`config.mk`:
```
export PLATFORM = sky130hd
export DESIGN_NAME = uic_ctrl
export DESIGN_NICKNAME = d
export VERILOG_FILES = /design/src/logic/uic_pkg.sv /design/src/logic/uic_chg.sv /design/src/logic/uic_baud.sv /design/src/logic/uic_ctrl.sv
export SDC_FILE = /design/constraint.sdc
export NUM_CORES = 1
export LEC_CHECK = 0
export BUFFER_PORTS_ARGS = -buffer_cell sky130_fd_sc_hd__buf_2
export CORE_UTILIZATION = 45
export CTS_CLUSTER_SIZE = 28
export DETAILED_ROUTE_END_ITERATION = 10
export PLACE_DENSITY = 0.72
export SYNTH_ARGS = -nofsm -noshare
export SYNTH_HDL_FRONTEND = slang
export SYNTH_SLANG_ARGS = --single-unit
export TNS_END_PERCENT = 5
```
`constraint.sdc`:
```
create_clock -name REF_CLK -period 5.6 [get_ports REF_CLK]
set_input_delay 0.56 -clock REF_CLK [delete_from_list [all_inputs] [get_ports REF_CLK]]
set_output_delay 0.56 -clock REF_CLK [all_outputs]
set_load 0.1 [all_outputs]
```
`src/logic/uic_pkg.sv`:
```
// Constants shared by the UART interrupt, sleep and baud control block.
// Assumes a 32-bit APB register bus and one 200 MHz clock.
package uic_pkg;
  // ----------------------------------------------------------------
  // Register byte offsets
  // ----------------------------------------------------------------
  localparam logic [7:0] OFS_IER   = 8'h00;
  localparam logic [7:0] OFS_IIR   = 8'h04;
  localparam logic [7:0] OFS_LCR   = 8'h08;
  localparam logic [7:0] OFS_MCR   = 8'h0c;
  localparam logic [7:0] OFS_LSR   = 8'h10;
  localparam logic [7:0] OFS_EFR   = 8'h14;
  localparam logic [7:0] OFS_DLL   = 8'h18;
  localparam logic [7:0] OFS_DLH   = 8'h1c;
  localparam logic [7:0] OFS_IOEN  = 8'h20;
  localparam logic [7:0] OFS_PINST = 8'h24;
  // ----------------------------------------------------------------
  // Values after reset
  // ----------------------------------------------------------------
  localparam logic [7:0] LCR_RST  = 8'h1d;
  localparam logic [7:0] ZERO_RST = 8'h00;
  // ----------------------------------------------------------------
  // Field positions
  // ----------------------------------------------------------------
  localparam int IER_RX    = 0;
  localparam int IER_THR   = 1;
  localparam int IER_LINE  = 2;
  localparam int IER_MODEM = 3;
  localparam int IER_SLEEP = 4;
  localparam int IER_XOFF  = 5;
  localparam int IER_RTS   = 6;
  localparam int IER_CTS   = 7;
  localparam int EFR_ENH   = 4;
  localparam int LCR_BREAK = 6;
  localparam int MCR_PRESC = 7;
  // ----------------------------------------------------------------
  // Identification codes
  // ----------------------------------------------------------------
  localparam logic [5:0] IIR_NONE  = 6'h01;
  localparam logic [5:0] IIR_LINE  = 6'h06;
  localparam logic [5:0] IIR_TOUT  = 6'h0c;
  localparam logic [5:0] IIR_RHR   = 6'h04;
  localparam logic [5:0] IIR_THR   = 6'h02;
  localparam logic [5:0] IIR_MODEM = 6'h00;
  localparam logic [5:0] IIR_PINS  = 6'h30;
  localparam logic [5:0] IIR_XOFF  = 6'h10;
  localparam logic [5:0] IIR_RTSCTS = 6'h20;
  // ----------------------------------------------------------------
  // Counts of cycles and ticks
  // ----------------------------------------------------------------
  localparam int TICKS_PER_BIT_LOG2 = 4;
  localparam int TOUT_CHARS_LOG2    = 2;
  localparam int PRESC_DIV          = 4;
  // Sleep state machine.
  typedef enum logic [1:0] {
    SLP_AWAKE  = 2'b01,
    SLP_ASLEEP = 2'b10
  } uic_slp_t;
endpackage

```
`src/logic/uic_chg.sv`:
```
// Change and rising-edge detector for a group of synchronous pins.
// Assumes the inputs are already synchronous to the clock.
`timescale 1ns/1ps
module uic_chg #(
  parameter int W = 4
) (
  // Clock and reset
  input  wire logic         clk,
  input  wire logic         rst_n,
  // Pins and events
  input  wire logic [W-1:0] din,
  output logic      [W-1:0] chg_q,
  output logic      [W-1:0] rise_q
);
  logic [W-1:0] prev_q;
  logic         armed_q;

  // The history is cleared by reset, so the first compare is masked to avoid a false edge on idle-high pins.
  always_ff @(posedge clk or negedge rst_n) begin
    if (!rst_n) begin
      prev_q  <= '0;
      armed_q <= 1'b0;
      chg_q   <= '0;
      rise_q  <= '0;
    end else begin
      prev_q  <= din;
      armed_q <= 1'b1;
      chg_q   <= (din ^ prev_q) & {W{armed_q}};
      rise_q  <= din & ~prev_q & {W{armed_q}};
    end
  end
endmodule // uic_chg

```
`src/logic/uic_baud.sv`:
```
// Prescaler and 16-bit divisor producing the sixteen-times baud tick.
// Assumes one clock; the tick is a one-cycle enable pulse.
`timescale 1ns/1ps
module uic_baud #(
  parameter int DIV_W = 16
) (
  // Clock and reset
  input  wire logic             clk,
  input  wire logic             rst_n,
  // Control
  input  wire logic             run,
  input  wire logic             presc_sel,
  input  wire logic [DIV_W-1:0] divisor,
  // Tick
  output logic                  tick_q
);
  logic [1:0]       pre_q;
  logic [DIV_W-1:0] cnt_q;
  wire              pre_en = run & (~presc_sel | (pre_q == 2'(uic_pkg::PRESC_DIV - 1)));
  wire              wrap   = (cnt_q >= divisor - DIV_W'(1));
  wire              div_ok = (divisor != '0);

  always_ff @(posedge clk or negedge rst_n) begin
    if (!rst_n) begin
      pre_q  <= '0;
      cnt_q  <= '0;
      tick_q <= 1'b0;
    end else begin
      if (run) begin
        pre_q <= pre_q + 2'd1;
      end
      tick_q <= pre_en & div_ok & wrap;
      if (pre_en & div_ok) begin
        cnt_q <= wrap ? '0 : cnt_q + DIV_W'(1);
      end
    end
  end
endmodule // uic_baud

```
`src/logic/uic_ctrl.sv`:
```
// UART interrupt priority, sleep control, time-out, break and baud control.
// Assumes the receiver, FIFOs and transmitter sit outside and report here.
//
// What this block does
// - code 000001 when nothing pending
// - line status errors give 000110, level 1
// - time-out 001100, receive data 000100, level 2
// - transmit holding gives 000010, level 3
// - modem pin change gives 000000, level 4
// - general pin change gives 110000, level 5
// - stop or special character gives 010000
// - RTS/CTS low-to-high gives 100000, level 7
// - FIFO error bit while any error held
// - error bits show head character, zero empty
// - resume clears stop; INTERRUPT_IDENTIFICATION_REG read clears special
// - low four enables select interrupt mode
// - sleep needs enhanced and sleep enables
// - sleep only when idle and empty
// - sleep stops clock; line changes wake
// - time-out after four idle character times
// - break when input low over character
// - break bit forces transmit output low
// - 16-bit divisor makes sixteen-times tick
// - prescaler divides by four when selected
// - zero divisor stops the baud tick
// - stop character interrupt needs enable five
//
// Decided for this implementation: the placing of the registers and the APB register port.
`timescale 1ns/1ps
module uic_ctrl #(
  parameter int GPIO_W = 8
) (
  // Clock and reset
  input  wire logic              REF_CLK,
  input  wire logic              RST_N,
  // APB slave
  input  wire logic              PSEL,
  input  wire logic              PENABLE,
  input  wire logic              PWRITE,
  input  wire logic [7:0]        PADDR,
  input  wire logic [31:0]       PWDATA,
  output logic      [31:0]       PRDATA,
  output logic                   PREADY,
  output logic                   PSLVERR,
  // Receiver and FIFO status
  input  wire logic              RX_IN,
  input  wire logic              RX_EMPTY,
  input  wire logic              RX_TRIG,
  input  wire logic              RX_FIFO_RD,
  input  wire logic              RX_STOP_MID,
  input  wire logic              RX_ERR_ANY,
  input  wire logic [2:0]        RX_HEAD_ERR,
  input  wire logic              RX_OVERRUN,
  // Transmitter status
  input  wire logic              TX_TRIG,
  input  wire logic              TX_EMPTY,
  input  wire logic              TX_HOLD_EMPTY,
  input  wire logic              TX_FIFO_WR,
  // Pins and character events
  input  wire logic [3:0]        MODEM_IN,
  input  wire logic [GPIO_W-1:0] GPIO_IN,
  input  wire logic [1:0]        RTS_CTS_IN,
  input  wire logic              XOFF_DET,
  input  wire logic              XON_DET,
  input  wire logic              SPECIAL_DET,
  // Outputs to the UART and host
  output logic                   IRQ_N,
  output logic                   UART_CLK_EN,
  output logic                   BAUD16_TICK,
  output logic                   TX_FORCE_LOW,
  output logic                   BREAK_DET
);
  // ----------------------------------------------------------------
  // Reset release
  // ----------------------------------------------------------------
  logic [1:0] rst_sync_q;
  wire        rst_n = rst_sync_q[1];

  always_ff @(posedge REF_CLK or negedge RST_N) begin
    if (!RST_N) begin
      rst_sync_q <= 2'b00;
    end else begin
      rst_sync_q <= {rst_sync_q[0], 1'b1};
    end
  end

  // ----------------------------------------------------------------
  // Register bus
  // ----------------------------------------------------------------
  logic [7:0]        ier_q, lcr_q, mcr_q, efr_q, dll_q, dlh_q;
  logic [GPIO_W-1:0] io_en_q;
  logic [31:0]       rdata_d;
  logic              mapped;
  wire               setup = PSEL & ~PENABLE & ~PREADY;
  wire               done  = PSEL & PENABLE & PREADY;
  wire               wr    = done & PWRITE & ~PSLVERR;
  wire               rd    = done & ~PWRITE;
  wire               rd_iir   = rd & (PADDR == uic_pkg::OFS_IIR);
  wire               rd_pinst = rd & (PADDR == uic_pkg::OFS_PINST);
  wire [15:0]        divisor  = {dlh_q, dll_q};
  logic [5:0]        interrupt_identification_reg;
  logic [7:0]        line_status_reg;
  logic [3:0]        modem_f_q;
  logic [GPIO_W-1:0] gpio_f_q;

  always_comb begin
    mapped  = 1'b1;
    rdata_d = '0;
    case (PADDR)
      uic_pkg::OFS_IER:   rdata_d[7:0] = ier_q;
      uic_pkg::OFS_IIR:   rdata_d[5:0] = interrupt_identification_reg;
      uic_pkg::OFS_LCR:   rdata_d[7:0] = lcr_q;
      uic_pkg::OFS_MCR:   rdata_d[7:0] = mcr_q;
      uic_pkg::OFS_LSR:   rdata_d[7:0] = line_status_reg;
      uic_pkg::OFS_EFR:   rdata_d[7:0] = efr_q;
      uic_pkg::OFS_DLL:   rdata_d[7:0] = dll_q;
      uic_pkg::OFS_DLH:   rdata_d[7:0] = dlh_q;
      uic_pkg::OFS_IOEN:  rdata_d[GPIO_W-1:0] = io_en_q;
      uic_pkg::OFS_PINST: rdata_d[GPIO_W+5:0] = {GPIO_IN, RTS_CTS_IN, MODEM_IN};
      default:            mapped = 1'b0;
    endcase
  end

  always_ff @(posedge REF_CLK or negedge rst_n) begin
    if (!rst_n) begin
      PREADY  <= 1'b0;
      PSLVERR <= 1'b0;
      PRDATA  <= '0;
    end else begin
      PREADY  <= setup;
      PSLVERR <= setup & ~mapped;
      if (setup) begin
        PRDATA <= rdata_d;
      end
    end
  end

  always_ff @(posedge REF_CLK or negedge rst_n) begin
    if (!rst_n) begin
      ier_q   <= uic_pkg::ZERO_RST;
      lcr_q   <= uic_pkg::LCR_RST;
      mcr_q   <= uic_pkg::ZERO_RST;
      efr_q   <= uic_pkg::ZERO_RST;
      dll_q   <= uic_pkg::ZERO_RST;
      dlh_q   <= uic_pkg::ZERO_RST;
      io_en_q <= '0;
    end else if (wr) begin
      case (PADDR)
        uic_pkg::OFS_IER:  ier_q <= PWDATA[7:0];
        uic_pkg::OFS_LCR:  lcr_q <= PWDATA[7:0];
        uic_pkg::OFS_MCR:  mcr_q <= {efr_q[uic_pkg::EFR_ENH] ? PWDATA[7] : mcr_q[7], PWDATA[6:0]};
        uic_pkg::OFS_EFR:  efr_q <= PWDATA[7:0];
        uic_pkg::OFS_DLL:  dll_q <= PWDATA[7:0];
        uic_pkg::OFS_DLH:  dlh_q <= PWDATA[7:0];
        uic_pkg::OFS_IOEN: io_en_q <= PWDATA[GPIO_W-1:0];
        default:           ;
      endcase
    end
  end

  // ----------------------------------------------------------------
  // Baud generator and character timing
  // ----------------------------------------------------------------
  uic_pkg::uic_slp_t slp_q;
  uic_pkg::uic_slp_t slp_d;
  wire               awake = (slp_d == uic_pkg::SLP_AWAKE);
  logic              tick;

  uic_baud #(
    .DIV_W     (16)
  ) u_baud (
    .clk       (REF_CLK),
    .rst_n     (rst_n),
    .run       (awake),
    .presc_sel (mcr_q[uic_pkg::MCR_PRESC]),
    .divisor   (divisor),
    .tick_q    (tick)
  );
  assign BAUD16_TICK = tick;

  // Bits in a character: start, data, parity and stop.
  wire [3:0] char_bits = 4'd1 + 4'd5 + {2'b00, lcr_q[1:0]} + {3'b000, lcr_q[3]}
                       + (lcr_q[2] ? 4'd2 : 4'd1);
  wire [7:0] char_ticks = {char_bits, 4'h0};
  wire [9:0] tout_ticks = {char_bits, 6'h00};

  // ----------------------------------------------------------------
  // Time-out and break
  // ----------------------------------------------------------------
  logic [9:0] tout_cnt_q;
  logic       tout_q;
  logic [7:0] brk_cnt_q;
  wire        tout_rst = RX_STOP_MID | RX_FIFO_RD | RX_EMPTY;

  always_ff @(posedge REF_CLK or negedge rst_n) begin
    if (!rst_n) begin
      tout_cnt_q <= '0;
      tout_q     <= 1'b0;
      brk_cnt_q  <= '0;
      BREAK_DET  <= 1'b0;
    end else begin
      if (tout_rst) begin
        tout_cnt_q <= '0;
        tout_q     <= 1'b0;
      end else if (tick & (tout_cnt_q < tout_ticks)) begin
        tout_cnt_q <= tout_cnt_q + 10'd1;
      end else if (tout_cnt_q >= tout_ticks) begin
        tout_q <= ~RX_TRIG;
      end
      if (RX_IN) begin
        brk_cnt_q <= '0;
      end else if (tick & (brk_cnt_q <= char_ticks)) begin
        brk_cnt_q <= brk_cnt_q + 8'd1;
      end
      BREAK_DET <= ~RX_IN & (brk_cnt_q > char_ticks);
    end
  end

  // ----------------------------------------------------------------
  // Pin change detection
  // ----------------------------------------------------------------
  logic [3:0]        modem_chg;
  logic [GPIO_W-1:0] gpio_chg;
  logic [1:0]        rc_rise;
  logic              rx_chg;

  uic_chg #(.W(4)) u_modem (
    .clk    (REF_CLK),
    .rst_n  (rst_n),
    .din    (MODEM_IN),
    .chg_q  (modem_chg),
    .rise_q ()
  );
  uic_chg #(.W(GPIO_W)) u_gpio (
    .clk    (REF_CLK),
    .rst_n  (rst_n),
    .din    (GPIO_IN),
    .chg_q  (gpio_chg),
    .rise_q ()
  );
  uic_chg #(.W(2)) u_rtscts (
    .clk    (REF_CLK),
    .rst_n  (rst_n),
    .din    (RTS_CTS_IN),
    .chg_q  (),
    .rise_q (rc_rise)
  );
  uic_chg #(.W(1)) u_rx (
    .clk    (REF_CLK),
    .rst_n  (rst_n),
    .din    (RX_IN),
    .chg_q  (rx_chg),
    .rise_q ()
  );

  // ----------------------------------------------------------------
  // Sticky interrupt flags
  // ----------------------------------------------------------------
  logic [1:0] rc_f_q;
  logic       xoff_f_q, spec_f_q;

  always_ff @(posedge REF_CLK or negedge rst_n) begin
    if (!rst_n) begin
      modem_f_q <= '0;
      gpio_f_q  <= '0;
      rc_f_q    <= '0;
      xoff_f_q  <= 1'b0;
      spec_f_q  <= 1'b0;
    end else begin
      modem_f_q <= modem_chg | (modem_f_q & {4{~rd_pinst}});
      gpio_f_q  <= gpio_chg | (gpio_f_q & {GPIO_W{~rd_pinst}});
      rc_f_q    <= rc_rise | (rc_f_q & {2{~rd_iir}});
      xoff_f_q  <= XOFF_DET | (xoff_f_q & ~XON_DET);
      spec_f_q  <= SPECIAL_DET | (spec_f_q & ~rd_iir);
    end
  end

  // ----------------------------------------------------------------
  // Line status and priority
  // ----------------------------------------------------------------
  // any error in FIFO
  assign line_status_reg = {RX_ERR_ANY, TX_EMPTY, TX_HOLD_EMPTY,
                RX_HEAD_ERR & {3{~RX_EMPTY}}, RX_OVERRUN, ~RX_EMPTY};

  wire p_line  = ier_q[uic_pkg::IER_LINE] & (RX_ERR_ANY | RX_OVERRUN);
  wire p_tout  = ier_q[uic_pkg::IER_RX] & tout_q;
  wire p_rhr   = ier_q[uic_pkg::IER_RX] & RX_TRIG;
  wire p_thr   = ier_q[uic_pkg::IER_THR] & TX_TRIG;
  wire p_modem = ier_q[uic_pkg::IER_MODEM] & (|modem_f_q);
  wire p_pins  = |(gpio_f_q & io_en_q);
  wire p_xoff  = ier_q[uic_pkg::IER_XOFF] & (xoff_f_q | spec_f_q);
  wire p_rc    = (ier_q[uic_pkg::IER_RTS] & rc_f_q[1]) | (ier_q[uic_pkg::IER_CTS] & rc_f_q[0]);
  wire pend_other = p_line | p_tout | p_rhr | p_modem | p_pins | p_xoff | p_rc;

  assign interrupt_identification_reg = p_line  ? uic_pkg::IIR_LINE  :
               p_tout  ? uic_pkg::IIR_TOUT  :
               p_rhr   ? uic_pkg::IIR_RHR   :
               p_thr   ? uic_pkg::IIR_THR   :
               p_modem ? uic_pkg::IIR_MODEM :
               p_pins  ? uic_pkg::IIR_PINS  :
               p_xoff  ? uic_pkg::IIR_XOFF  :
               p_rc    ? uic_pkg::IIR_RTSCTS : uic_pkg::IIR_NONE;

  // ----------------------------------------------------------------
  // Sleep control
  // ----------------------------------------------------------------
  // both enables needed
  wire slp_en  = efr_q[uic_pkg::EFR_ENH] & ier_q[uic_pkg::IER_SLEEP];
  wire slp_ok  = slp_en & RX_IN & (brk_cnt_q == '0) & TX_EMPTY & RX_EMPTY & ~pend_other;
  wire wake    = rx_chg | (|modem_chg) | TX_FIFO_WR | ~slp_en;

  always_comb begin
    case (slp_q)
      uic_pkg::SLP_AWAKE:  slp_d = slp_ok ? uic_pkg::SLP_ASLEEP : uic_pkg::SLP_AWAKE;
      uic_pkg::SLP_ASLEEP: slp_d = wake ? uic_pkg::SLP_AWAKE : uic_pkg::SLP_ASLEEP;
      default:             slp_d = uic_pkg::SLP_AWAKE;
    endcase
  end

  // ----------------------------------------------------------------
  // Outputs
  // ----------------------------------------------------------------
  always_ff @(posedge REF_CLK or negedge rst_n) begin
    if (!rst_n) begin
      slp_q        <= uic_pkg::SLP_AWAKE;
      UART_CLK_EN  <= 1'b1;
      IRQ_N        <= 1'b1;
      TX_FORCE_LOW <= 1'b0;
    end else begin
      slp_q        <= slp_d;
      UART_CLK_EN  <= (slp_d == uic_pkg::SLP_AWAKE);
      IRQ_N        <= (interrupt_identification_reg == uic_pkg::IIR_NONE);
      TX_FORCE_LOW <= lcr_q[uic_pkg::LCR_BREAK];
    end
  end
endmodule // uic_ctrl

```
# Yosys cells after proc, flatten, opt, wreduce, memory -nomap -nowiden
# Index checks and enable logic that the tools add are counted.
[word_totals]
ram_bits = 0
mem_bits_ro = 0
in_bits = 76
wordCells = 188
latchBits = 0
register_bits = 165
n_memories = 0
output_inout_bits = 39
[op_classes]
order_cmp = 5
n_mul = 0
reduce_logical = 19
n_addsub = 8
shifts = 0
muxes = 24
bitwise_logic = 80
div_mod_pow = 0
eq_ne = 15
[ops]
columns = ["cell", "n"]
rows = [
  ["case mux 6 bit (10 select lines)", 1],
  ["2-to-1 mux 6 bit", 9],
  ["bitwise AND 1 bit", 33],
  ["== test 8 x 5 -> 1 bit (second input constant)", 4],
  ["bitwise AND 8 bit", 3],
  ["2-to-1 mux 10 bit", 2],
  ["case mux 2 bit (9 select lines)", 1],
  ["OR 1 bit", 17],
  ["adder 16 x 1 -> 16 bit (second input constant)", 1],
  ["== test 8 x 4 -> 1 bit (second input constant)", 2],
  ["== test 8 x 6 -> 1 bit (second input constant)", 2],
  ["greater-or-equal comparator 16 bit", 1],
  ["logical NOT 8 bit", 2],
  ["2-to-1 mux 16 bit", 1],
  ["2-to-1 mux 8 bit", 2],
  ["AND reduction 2 bit", 8],
  ["nonzero test 16 bit", 1],
  ["subtractor 16 x 1 -> 16 bit (second input constant)", 1],
  ["inverter 1 bit", 14],
  ["adder 10 x 1 -> 10 bit (second input constant)", 1],
  ["greater-or-equal comparator 10 bit", 1],
  ["less-than comparator 10 bit", 1],
  ["OR reduction 10 bit", 1],
  ["adder 8 x 1 -> 8 bit (second input constant)", 1],
  ["other kinds (28)", 41],
]

# Longest topological paths before layout
# Gate-level depths: netlist (run 1).
[logic_depth]
depth_word = 16
ltp_mapped = 14
mapped_depth_nobuf = 13

# Hierarchy
# From an unflattened synthesis (run 1), not the netlist that was laid out.
[hier_totals]
hier_cells = 846
hier_area_um2 = 9417.8
[by_module_without_submodules]
columns = ["mod", "instances", "area_each_um2", "seq_area_each_um2", "cells_per_inst"]
rows = [
  ["uic_ctrl", 1, 6025.8, 2886.5, 547],
  ["uic_baud", 1, 1686.6, 475.5, 185],
  ["uic_chg at u_gpio", 1, 869.6, 625.6, 59],
  ["uic_chg at u_modem", 1, 456.7, 325.3, 30],
  ["uic_chg at u_rtscts", 1, 239.0, 175.2, 16],
  ["uic_chg at u_rx", 1, 140.1, 100.1, 9],
]

# Worst setup path before layout (run 1)
# No wires, ideal clock.
[synth_path]
path_kind = "register to register"
from = "register dll_q[0]"
to = "register u_baud.cnt_q[5]"
required_ps = 5513
period_less_slack_ps = 3179
path_slack_ps = 2421
stages_incl_launch_ff = 14
t_arrival_ps = 3092
setup_time_ps = 87
n_path_buf = 1
path_cell_list = "dfrtp_1 inv_1 ha_1 nor4b_1 nand2_1 nor4_1 xnor2_1 ha_1 a21o_1 a21o_1 a21oi_1 clkbuf_1 o2111ai_1 o211ai_1"
[synth_between]
elab_chain_cells = 3
elab_cells_between_ends = 5
cone_classes = "add/sub: 1; order compare: 1; mux: 1; bitwise: 1; reduce/logical: 1"
[synth_rtl]
columns = ["item", "line_no", "source"]
rows = [
  ["start, declared", "uic_ctrl.sv:90", "logic [7:0] ier_q, lcr_q, mcr_q, efr_q, dll_q, dlh_q;"],
  ["start signal, assigned", "uic_ctrl.sv:144", "dll_q <= uic_pkg::ZERO_RST;"],
  ["start signal, assigned", "uic_ctrl.sv:153", "uic_pkg::OFS_DLL: dll_q <= PWDATA[7:0];"],
  ["subtractor 16 x 1 -> 16 bit", "uic_baud.sv:20", "wire wrap = (cnt_q >= divisor - DIV_W'(1));"],
  ["greater-or-equal comparator 16 bit", "uic_baud.sv:20", ""],
  ["2-to-1 mux 16 bit", "uic_baud.sv:34", "cnt_q <= wrap ? '0 : cnt_q + DIV_W'(1);"],
  ["end signal, assigned", "uic_baud.sv:34", ""],
  ["end, declared", "uic_baud.sv:18", "logic [DIV_W-1:0] cnt_q;"],
]
# Parallel ways exist; a longest one is shown, timed or not.
# A chain may end at the register's enable or synchronous reset.

# Final worst setup path (run 1)
[layout_path]
from = "register dll_q[0]"
to = "register u_baud.cnt_q[2]"
# The elaborated chain is that of the path after synthesis.

==> key figures, run 1 <==
GRT
  – Global-route wire length before repair: 33.4 mm
  – Total GRT Usage: 22.1%
  – Total gr overflow: 0
  – Initial antenna violation count: 0
  – Largest net degree at the start of global routing: 77
  – Vias in the first global route: 6285

Clock network
  – TritonCTS Sinks: 165
  – Worst-Skew Late Latency: 0.44 ns
  – CTS tree: built
  – Maximum buffer depth of the clock tree: 2
  – CTS Root Cell: clkbuf_16
  – CTS resizes: 0
  – Max H-tree Level: 4
  – Postcts setup bufs: 0
  – Clk slew on worst S/H paths: 0.07 ns
  – Num CTS Buffers: 17

Layout
  – Fillers: 1670
  – Post-layout util: 52.1%
  – Non-Filler Instances: 1120
  – Final Instance Area: 9740 µm²
  – Area grow syn2layout: 13.1%
  – Ant diodes: 0
  – Fin nets: 986
  – Share of layout cells above drive strength 1: 22.6%

Synthesis
  – Post-synth EDFFs: 0
  – Ys Warns: 0
  – Synth area leader: dfrtp_1
  – Synth Flop Type: dfrtp_1
  – Mapped Cells: 807
  – Mapped Area: 8610 µm²
  – Ys async rst share: 100%
  – Area contributors post-synth: dfrtp_1, mux2_2, ha_1, nand2_1, dfstp_2
  – Yosys reg bits: 165
  – Yosys top cell area share: 45.9%
  – Register area share after synthesis: 48.0%
  – Avg Inst Size Synth: 10.7 µm²
  – Cell variety after synth: 74

Critical path
  – Slowest CP cell: nor4b_1
  – Max incr delay on CP: 0.71 ns
  – Critical path class: reg -> reg
  – CP startpoint kind: flip-flop
  – Crit path DAT: 4.03 ns
  – Critical path required time: 5.92 ns
  – Crit path cell chain: inv_1 -> ha_1 -> nor4b_1 -> nand2_1 -> nor4_1 -> xnor2_1 -> ha_1 -> a21o_1 -> a21o_1 -> a21oi_1 -> buf_4 -> nand3b_4 -> o311ai_0
  – CP max FO: 16
  – Critical Path End Type: flip-flop

Drt
  – DR vias: 6423
  – Avg WL per Cell: 18.6 µm
  – Via/cell ratio: 5.73
  – DRT iter0 DRCs: 367
  – Residual DRC: 0
  – Pre-antenna DRT Iters: 4
  – Routed Antenna Nets: 0
  – Final WL: 20.8 mm

Die
  – Die Y: 140 µm
  – # IOs: 115
  – Row count: 50
  – Die area: 19700 µm²
  – Starting Density: 46.1%
  – Die Wd: 140 µm
  – Core area: 18700 µm²

Pwr
  – Leakage: 4.32 nW
  – Peak VDD IR: 0.205 mV
  – Tot Pwr: 2.92 mW
  – Power Density: 300 nW/µm²

Placed design
  – Routability Congestion: 0.944
  – Post-DP Area: 9100 µm²
  – PortBufs: 72
  – Place WS: 1.93 ns
  – Dpl cells: 1087
  – Detailed Place HPWL: 14.7 mm

STA
  – Unrepaired setup endpoints after global routing: false
  – Final Setup Violations: 0
  – Pins over their slew limit: 0
  – Worst slew pin tran: 0.988 ns
  – Tmin final: 3.72 ns
  – Final setup margin: 1.88 ns
  – FMAX: 269 MHz
  – Final Skew: 0.0113 ns
  – Slew margin rel.: 34.1%
  – Hold_ws: 0.173 ns
  – Final hold vios: 0
  – Final period util: 66.4%
  – Setup TNS: 0 ns

Run status
  – Outcome: complete, no violations

Worst hold path
  – Worst Hold Class: reg -> async

Job
  – Max Cap Viol: 0
==> registers in the layout, indices dropped and copies added (netlist names), 4 cells and up <==
name            count
u_baud.cnt_q       16
PRDATA             14
tout_cnt_q         10
brk_cnt_q           8
dlh_q               8
dll_q               8
efr_q               8
gpio_f_q            8
ier_q               8
io_en_q             8
lcr_q               8
mcr_q               8
u_gpio.chg_q        8
u_gpio.prev_q       8
modem_f_q           4
u_modem.chg_q       4
u_modem.prev_q      4
==> worst max-delay path, delay by kind of cell (launching register included) <==
kind,cells,cell delay (ns)
buffers and inverters,2,0.38
and+or+nand+nor,4,1.48
DFF,1,0.41
xor gates and xnor gates,1,0.12
AOI/OAI and AO/OA,4,0.79
adders and majority gates,2,0.41
==> kinds of logic after synthesis <==
family | share of synthesized area, %
AO/OA/AOI/OAI | 12.9
multiplexers | 9.08
adder cells (fa/ha/maj) | 5.46
other | 0.0872
XOR/XNOR | 3.46
flip-flops | 48.0
buffers and inverters | 4.72
AND/OR/NAND/NOR | 16.3
==> cell usage after synthesis (all sizes together) (3+ instances only) <==
cell and instances:
o21ai 37, mux2 63, nand4 23, a32oi 5, inv 35, or3 8, a21o 18, xor2 17
nand3b 4, a22oi 14, nor2b 9, buf 24, nor2 36, or3b 5, nand2 67, or4 5
o22ai 9, dfrtp 158, and2 19, a21oi 22, and3 7, mux2i 5, a2111oi 3, a31oi 13
nor3 16, xnor2 17, o31ai 7, o21a 7, nand3 24, ha 36, clkbuf 25, dfstp 7
a22o 4, nor4b 5, nor4 13, nand2b 4
==> power by group <==
group	total, mW	switching, mW	leakage (nW)	internal (mW)
Sequential	1.27	0.0394	2.11	1.23
Combinational	0.414	0.302	1.90	0.112
Clock	1.24	0.553	0.304	0.686
==> layout make-up <==
class,instances,area [µm²],area share (%)
repair buffers,78,408,4.19
flip-flops and latches,165,4140,42.5
well taps,234,293,3.01
clock inverters,15,200,2.06
inverters,36,135,1.39
clock buffers,17,425,4.37
multi-input cells,575,4140,42.5
==> placed cells by master (no fill, tap or decap), types with 5 or more instances in the layout <==
| cell type | count |
|---|---|
| conb_1 | 20 |
| and3_1 | 7 |
| a31oi_1 | 13 |
| mux2i_1 | 5 |
| xnor2_1 | 17 |
| a32oi_1 | 5 |
| clkbuf_16 | 17 |
| dfrtp_1 | 157 |
| a21oi_1 | 22 |
| or3_1 | 7 |
| inv_1 | 35 |
| nor3_1 | 12 |
| o21ai_0 | 36 |
| nand2_1 | 67 |
| nor2_1 | 33 |
| buf_4 | 5 |
| a21o_1 | 18 |
| nor4b_1 | 5 |
| nand3_1 | 24 |
| dfstp_2 | 7 |
| mux2_2 | 63 |
| inv_8 | 5 |
| nor4_1 | 13 |
| o21a_1 | 7 |
| and2_1 | 19 |
| ha_1 | 36 |
| xor2_1 | 17 |
| a22oi_1 | 14 |
| nand4_1 | 23 |
| o31ai_1 | 6 |
| o22ai_1 | 9 |
| buf_2 | 72 |
| nor2b_1 | 9 |
==> layer usage <==
| metal | GRT usage (%) | share of wire [%] | vias to the layer above | wire [µm] |
|---|---|---|---|---|
| met2 | 34.3 | 46 | 174 | 9620 |
| met5 | 0 | 0 | - | 0 |
| met3 | 4.99 | 5.1 | 44 | 1060 |
| met1 | 29.8 | 46 | 3176 | 9550 |
| met4 | 9.37 | 2.8 | 0 | 582 |
| li1 | - | - | 3029 | - |
==> final timing paths <==
| path | startpoint | end | cells past startpoint | slack, ns |
|---|---|---|---|---|
| worst max-delay path | dll_q[0] | u_baud.cnt_q[2] | 13 | 1.88 |
| worst min-delay path | rst_sync_q[1] | u_rtscts.rise_q[1] | 0 | 0.17 |
| min in group REF_CLK | GPIO_IN[3] | u_gpio.prev_q[3] | 1 | 0.26 |
| worst min register to register | rst_sync_q[1] | u_rtscts.rise_q[1] | 0 | 0.17 |
| worst max register to register | dll_q[0] | u_baud.cnt_q[2] | 13 | 1.88 |
| max in group asynchronous | rst_sync_q[1] | dlh_q[7] | 1 | 4.19 |
==> timing repair <==
action / 4_1_cts / 5_1_grt
setup endpoints to repair: 0 / 0
endpoints found under the hold margin: 2 / 0
hold buffers: 1 / 0
(Power assumes the default switching activity.)
==> run 2: changes to the inputs <==
==> constraint.sdc (replaced) <==
create_clock -name REF_CLK -period 3.45 [get_ports REF_CLK]
set_input_delay 0.345 -clock REF_CLK [delete_from_list [all_inputs] [get_ports REF_CLK]]
set_output_delay 0.345 -clock REF_CLK [all_outputs]
set_load 0.1 [all_outputs]
==> key figures, run 2 (synthesized netlist as in run 1, its figures left out) <==
Run status
  – Outcome: complete, no violations (unchanged)

Drt
  – Met1 WL: 9.23 mm (was 9.55 mm)
  – Residual DRC: 0 (unchanged)
  – DR top layer: met4 (unchanged)
  – DR vias: 6481 (was 6423)
  – Avg WL per Cell: 18.6 µm (about the same)
  – Routed Antenna Nets: 0 (unchanged)
  – Via/cell ratio: 5.75 (was 5.73)
  – Met2 WL post-DR: 9.90 mm (was 9.62 mm)
  – Final WL: 20.9 mm (was 20.8 mm)
  – WL met3: 1.48 mm (was 1.06 mm)
  – Pre-antenna DRT Iters: 5 (was 4)
  – DRT iter0 DRCs: 465 (was 367)

Pwr
  – Leakage: 4.35 nW (was 4.32 nW)
  – Sequential share of power: 43.9% (was 43.4%)
  – Logic pwr share: 14.3% (was 14.2%)
  – P_int: 3.29 mW (was 2.03 mW)
  – Power Density: 481 nW/µm² (was 300 nW/µm²)
  – Peak VDD IR: 0.348 mV (was 0.205 mV)
  – Sw frac: 30.2% (was 30.6%)
  – Net switching power: 1.43 mW (was 0.894 mW)
  – Share of total power in the clock network: 41.9% (was 42.4%)

Critical path
  – R2r setup slk: 0.21 ns (was 1.88 ns)
  – Crit path DAT: 3.56 ns (was 4.03 ns)
  – RR Startpoint: lcr_q[2] (was dll_q[0])
  – Critical Path End Type: flip-flop (unchanged)
  – Worst R2R End: brk_cnt_q[6] (was u_baud.cnt_q[2])
  – Slowest CP cell: dfstp_2 (was nor4b_1)
  – CP startpoint kind: flip-flop (unchanged)
  – CP Launch Point: lcr_q[2] (was dll_q[0])
  – Critical path required time: 3.77 ns (was 5.92 ns)
  – Crit. path cell count: 11 (was 13)
  – Critical path class: reg -> reg (unchanged)
  – Worst r2r path cells: 11 (was 13)
  – Crit path cell chain: inv_1 -> fa_1 -> ha_1 -> inv_1 -> ha_1 -> nor2b_1 -> o21a_1 -> o21a_1 -> o22a_1 -> nor4_1 -> mux2_2 (was inv_1 -> ha_1 -> nor4b_1 -> nand2_1 -> nor4_1 -> xnor2_1 -> ha_1 -> a21o_1 -> a21o_1 -> a21oi_1 -> buf_4 -> nand3b_4 -> o311ai_0)
  – Max incr delay on CP: 0.54 ns (was 0.71 ns)
  – Buf+Inv Stages, Crit Path: 2 (unchanged)
  – CP Capture Point: brk_cnt_q[6] (was u_baud.cnt_q[2])
  – CP max FO: 16 (unchanged)
  – Top cell family by delay on the critical path: adder cells (was simple AND/OR/NAND/NOR gates)

Layout
  – Max FFs per register: 16 (unchanged)
  – Biggest register: u_baud.cnt_q (unchanged)
  – Most frequent cells in the layout: dfrtp_1, buf_2, nand2_1 (unchanged)
  – Reg area: 4140 µm² (unchanged)
  – Fillers: 1650 (was 1670)
  – Most common cell after layout, fill and taps aside: dfrtp_1 (unchanged)
  – Final Instance Area: 9800 µm² (was 9740 µm²)
  – Fin nets: 992 (was 986)
  – Area grow syn2layout: 13.8% (was 13.1%)
  – Area of the multi-input gates: 4150 µm² (was 4140 µm²)
  – Share of layout cells above drive strength 1: 23.2% (was 22.6%)
  – Largest regs: u_baud.cnt_q x16, PRDATA x14, tout_cnt_q x10 (unchanged)

STA
  – Final period util: 93.8% (was 66.4%)
  – Slew margin rel.: 43.7% (was 34.1%)
  – Hold_ws: 0.0604 ns (was 0.173 ns)
  – FMAX: 309 MHz (was 269 MHz)
  – Pins over their slew limit: 0 (unchanged)
  – Worst slew pin tran: 0.834 ns (was 0.988 ns)
  – Final setup margin: 0.214 ns (was 1.88 ns)
  – Setup TNS: 0 ns (unchanged)
  – Final Skew: 0.0116 ns (was 0.0113 ns)
  – Final Setup Violations: 0 (unchanged)
  – Unrepaired setup endpoints after global routing: false (unchanged)
  – Tmin final: 3.24 ns (was 3.72 ns)
  – Final hold vios: 0 (unchanged)

Die
  – # IOs: 115 (unchanged)
  – Core area: 18700 µm² (unchanged)
  – Die Y: 140 µm (unchanged)
  – Starting Density: 46.1% (unchanged)
  – Die Wd: 140 µm (unchanged)
  – Die area: 19700 µm² (unchanged)
  – Row count: 50 (unchanged)

Worst hold path
  – Worst Hold Class: in -> reg (was reg -> async)
  – Hold Path Stages: 1

Clock network
  – Maximum buffer depth of the clock tree: 2 (unchanged)
  – Num CTS Buffers: 17 (unchanged)
  – Worst-Skew Late Latency: 0.43 ns (was 0.44 ns)
  – CTS Root Cell: clkbuf_16 (unchanged)
  – CTS tree: built (unchanged)
  – TritonCTS Sinks: 165 (unchanged)
  – Clk slew on worst S/H paths: 0.07 ns (about the same)
  – Max H-tree Level: 4 (unchanged)
  – Postcts setup bufs: 0 (unchanged)

Placed design
  – Post-DP Area: 9160 µm² (was 9100 µm²)
  – Place WS: 0.232 ns (was 1.93 ns)
  – PortBufs: 72 (unchanged)
  – Detailed Place HPWL: 15.0 mm (was 14.7 mm)
  – Routability Congestion: 0.969 (was 0.944)

GRT
  – Initial antenna violation count: 1 (was 0)
  – Total GRT Usage: 22.4% (was 22.1%)
  – Largest net degree at the start of global routing: 69 (was 77)
  – Total gr overflow: 0 (unchanged)
  – Vias in the first global route: 6335 (was 6285)
  – Global-route wire length before repair: 33.9 mm (was 33.4 mm)

Job
  – Max Cap Viol: 0 (unchanged)
[run 2: timing repair]
action / in CTS / in global routing
endpoints found under the hold margin: 2 / 0
hold buffers: 1 / 0
gates resized for setup: 0 / 2
endpoints found under the setup margin: 0 / 1
[run 2: metal layers]
| layer | up-vias | GRT usage [%] |
|---|---|---|
| met4 | 0 | 6.77 |
| li1 | 3051 | - |
| met3 | 25 | 5.23 |
| met2 | 209 | 35.2 |
| met5 | - | 0 |
| met1 | 3196 | 30.7 |
[run 2: worst min path at each step]
stage	end	from	slack, ns
finish	u_gpio.prev_q[2]	GPIO_IN[2]	0.06
global route	u_gpio.prev_q[2]	GPIO_IN[2]	0.04
floorplan	rst_sync_q[0]	RST_N	0.05
global placement	rst_sync_q[0]	RST_N	0.13
detailed placement	rst_sync_q[0]	RST_N	0.13
CTS	u_gpio.prev_q[2]	GPIO_IN[2]	0.04
[run 2: layout make-up]
| type | instances | share of cell area [%] |
|---|---|---|
| multi-input cells | 575 | 42.3 |
| flip-flops and latches | 165 | 42.3 |
| repair buffers | 84 | 4.75 |
| clock buffers | 18 | 4.38 |
| well taps | 234 | 2.99 |
| clock inverters | 14 | 1.88 |
| inverters | 36 | 1.38 |
| diodes | 1 | 0.0255 |
[run 2: worst reg2reg max path: stages (launching register included)]
cell and delay [ns]:
dfstp_2 0.54, inv_1 0.07, fa_1 0.37, ha_1 0.28, inv_1 0.06, ha_1 0.30
nor2b_1 0.14, o21a_1 0.16, o21a_1 0.16, o22a_1 0.34, nor4_1 0.34, mux2_2 0.37
[run 2: power by group through the flow]
stage	combinational [mW]	sequential [mW]	clock [mW]
final	0.673	2.07	1.98
after detailed placement	0.670	2.11	0
after floorplan	0.441	2.17	0
after global routing	0.733	2.08	2.09
after global placement	0.661	2.10	0
after CTS	0.674	2.07	2.01
[run 2: stage by stage]
stage / cells / utilization [%] / power, mW
floorplan: 825 / - / 2.61
global placement: 1093 / 49.0 / 2.76
detailed placement: 1093 / 49.0 / 2.78
CTS: 1126 / 52.3 / 4.75
global route: 1126 / 52.4 / 4.90
finish: 1127 / 52.4 / 4.72
==> run 3: changes to the inputs <==
--- a/config.mk
+++ b/config.mk
@@ -10,6 +10,7 @@
 export CTS_CLUSTER_SIZE = 28
 export DETAILED_ROUTE_END_ITERATION = 10
 export PLACE_DENSITY = 0.72
+export REMOVE_ABC_BUFFERS = 1
 export SYNTH_ARGS = -nofsm -noshare
 export SYNTH_HDL_FRONTEND = slang
 export SYNTH_SLANG_ARGS = --single-unit
==> key figures, run 3 (synthesized netlist as in run 1, its figures left out) <==
Layout
  – Max FFs per register: 16 (unchanged)
  – Fin nets: 989 (was 992)
  – Most frequent cells in the layout: dfrtp_1, buf_2, nand2_1 (unchanged)
  – Fillers: 1637 (was 1650)
  – Largest regs: u_baud.cnt_q x16, PRDATA x14, tout_cnt_q x10 (unchanged)
  – Area grow syn2layout: 12.8% (was 13.8%)
  – Share of layout cells above drive strength 1: 22.7% (was 23.2%)
  – Final Instance Area: 9720 µm² (was 9800 µm²)
  – Most common cell after layout, fill and taps aside: dfrtp_1 (unchanged)
  – Biggest register: u_baud.cnt_q (unchanged)

Critical path
  – Critical Path End Type: flip-flop (unchanged)
  – Crit path cell chain: inv_1 -> ha_1 -> nor4b_1 -> buf_4 -> or2b_1 -> xor2_1 -> ha_1 -> o211ai_1 -> a31oi_1 -> o21ai_1 -> nand3b_4 -> buf_4 -> o22ai_1 (was inv_1 -> fa_1 -> ha_1 -> inv_1 -> ha_1 -> nor2b_1 -> o21a_1 -> o21a_1 -> o22a_1 -> nor4_1 -> mux2_2)
  – Crit path DAT: 3.56 ns (about the same)
  – RR Startpoint: dll_q[0] (was lcr_q[2])
  – R2r setup slk: 0.24 ns (was 0.21 ns)
  – Worst R2R End: u_baud.cnt_q[6] (was brk_cnt_q[6])
  – Critical path required time: 3.80 ns (was 3.77 ns)
  – Slowest CP cell: nor4b_1 (was dfstp_2)
  – Worst r2r path cells: 13 (was 11)
  – Critical path class: reg -> reg (unchanged)
  – CP Launch Point: dll_q[0] (was lcr_q[2])
  – CP max FO: 13 (was 16)
  – CP Capture Point: u_baud.cnt_q[6] (was brk_cnt_q[6])
  – CP startpoint kind: flip-flop (unchanged)
  – Max incr delay on CP: 0.47 ns (was 0.54 ns)

Placed design
  – PortBufs: 72 (unchanged)
  – Detailed Place HPWL: 14.5 mm (was 15.0 mm)
  – Routability Congestion: 0.915 (was 0.969)
  – Place WS: 0.293 ns (was 0.232 ns)
  – Post-DP Area: 9140 µm² (was 9160 µm²)

Clock network
  – Maximum buffer depth of the clock tree: 2 (unchanged)
  – Worst-Skew Late Latency: 0.43 ns (about the same)
  – CTS Root Cell: clkbuf_16 (unchanged)
  – Max H-tree Level: 4 (unchanged)
  – CTS tree: built (unchanged)
  – Postcts setup bufs: 0 (unchanged)
  – Num CTS Buffers: 17 (unchanged)
  – Clk slew on worst S/H paths: 0.07 ns (about the same)
  – TritonCTS Sinks: 165 (unchanged)

Pwr
  – Logic pwr share: 15.1% (was 14.3%)
  – Net switching power: 1.37 mW (was 1.43 mW)
  – P_int: 3.16 mW (was 3.29 mW)
  – Sequential share of power: 45.4% (was 43.9%)
  – Leakage: 4.29 nW (was 4.35 nW)
  – Share of total power in the clock network: 39.5% (was 41.9%)
  – Power Density: 467 nW/µm² (was 481 nW/µm²)
  – Sw frac: 30.3% (was 30.2%)
  – Peak VDD IR: 0.328 mV (was 0.348 mV)

Drt
  – WL met3: 1.21 mm (was 1.48 mm)
  – Via/cell ratio: 5.70 (was 5.75)
  – Residual DRC: 0 (unchanged)
  – DRT iter0 DRCs: 575 (was 465)
  – Final WL: 20.4 mm (was 20.9 mm)
  – Met1 WL: 9.50 mm (was 9.23 mm)
  – Met2 WL post-DR: 9.50 mm (was 9.90 mm)
  – DR top layer: met4 (unchanged)
  – DR vias: 6417 (was 6481)
  – Avg WL per Cell: 18.1 µm (was 18.6 µm)
  – Routed Antenna Nets: 0 (unchanged)
  – Pre-antenna DRT Iters: 8 (was 5)

GRT
  – Global-route wire length before repair: 32.8 mm (was 33.9 mm)
  – Initial antenna violation count: 3 (was 1)
  – Total gr overflow: 0 (unchanged)
  – Vias in the first global route: 6089 (was 6335)
  – Total GRT Usage: 21.6% (was 22.4%)
  – Largest net degree at the start of global routing: 164 (was 69)

Die
  – Die Y: 140 µm (unchanged)
  – Die area: 19700 µm² (unchanged)
  – Die Wd: 140 µm (unchanged)
  – # IOs: 115 (unchanged)
  – Row count: 50 (unchanged)
  – Core area: 18700 µm² (unchanged)
  – Starting Density: 46.1% (unchanged)

STA
  – Worst slew pin tran: 1.04 ns (was 0.834 ns)
  – Unrepaired setup endpoints after global routing: false (unchanged)
  – Final Setup Violations: 0 (unchanged)
  – Final period util: 93.0% (was 93.8%)
  – Tmin final: 3.21 ns (was 3.24 ns)
  – FMAX: 312 MHz (was 309 MHz)
  – Final hold vios: 0 (unchanged)
  – Final Skew: 0.00991 ns (was 0.0116 ns)
  – Hold_ws: 0.0602 ns (was 0.0604 ns)
  – Final setup margin: 0.241 ns (was 0.214 ns)
  – Pins over their slew limit: 0 (unchanged)
  – Slew margin rel.: 29.1% (was 43.7%)
  – Setup TNS: 0 ns (unchanged)

Run status
  – Outcome: complete, no violations (unchanged)

Worst hold path
  – Worst Hold Class: in -> reg (unchanged)

Job
  – Max Cap Viol: 0 (unchanged)
[run 3: cell count changes in the layout (fill, tap and decap cells not counted)]
| cell | delta |
|---|---|
| inv_8 | -5 |
| buf_4 | -3 |
| clkinvlp_4 | +3 |
| bufinv_16 | -2 |
| clkbuf_8 | +2 |
| diode_2 | +2 |
| clkbuf_1 | +1 |
| clkinv_4 | +1 |
| clkinv_8 | -1 |
| inv_6 | +1 |
| nor4b_1 | +1 |
| nor4b_2 | -1 |
[run 3: per-layer routing]
layer / GRT usage (%) / up-vias
li1: - / 3036
met1: 31.0 / 3181
met2: 33.0 / 186
met3: 5.26 / 14
met4: 5.09 / 0
met5: 0 / -
[run 3: what timing repair did]
item	4_1_cts	5_1_grt
hold endpoints to repair	2	0
gates resized for setup	0	1
hold buffers	1	0
endpoints found under the setup margin	0	13
[run 3: worst min path at each step]
stage | slack (ns) | cells past startpoint | end | startpoint
6_report | 0.06 | 1 | u_gpio.prev_q[7] | GPIO_IN[7]
5_1_grt | 0.04 | 1 | u_gpio.prev_q[7] | GPIO_IN[7]
4_1_cts | 0.05 | 1 | u_gpio.prev_q[7] | GPIO_IN[7]
3_5_place_dp | 0.13 | 1 | rst_sync_q[0] | RST_N
3_3_place_gp | 0.13 | 1 | rst_sync_q[0] | RST_N
2_1_floorplan | 0.05 | 0 | rst_sync_q[0] | RST_N
[run 3: final cells by class]
| cell class | instances | area (µm²) | share of cell area, % |
|---|---|---|---|
| Inverter | 36 | 135 | 1.39 |
| Antenna cell | 3 | 7.51 | 0.0773 |
| Clock buffer | 21 | 460 | 4.74 |
| Tap cell | 234 | 293 | 3.01 |
| Timing Repair Buffer | 81 | 443 | 4.56 |
| Multi-Input combinational cell | 575 | 4140 | 42.7 |
| Sequential cell | 165 | 4140 | 42.6 |
| Clock inverter | 11 | 91.3 | 0.940 |
[run 3: per-stage QoR]
| stage | power, mW | cells | utilization [%] |
|---|---|---|---|
| after floorplan | 2.55 | 776 | - |
| after global placement | 2.77 | 1090 | 48.9 |
| after detailed placement | 2.78 | 1090 | 48.9 |
| after CTS | 4.57 | 1123 | 51.9 |
| after global routing | 4.73 | 1125 | 51.9 |
| final | 4.54 | 1126 | 51.9 |
[run 3: worst max-delay path, delay by kind of cell (launching register included)]
family                     cells  cell delay (ns)
DFF                            1             0.42
and+or+nand+nor                3             0.93
adders and majority gates      2             0.48
buffers and inverters          3             0.55
xor gates and xnor gates       1             0.15
AOI/OAI and AO/OA              4             0.61
[run 3: power by group through the flow]
stage | sequential, mW | combinational (mW) | clock (mW)
4_1_cts | 2.06 | 0.689 | 1.82
3_3_place_gp | 2.09 | 0.679 | 0
5_1_grt | 2.07 | 0.757 | 1.90
6_report | 2.06 | 0.684 | 1.79
3_5_place_dp | 2.10 | 0.686 | 0
2_1_floorplan | 2.17 | 0.374 | 0
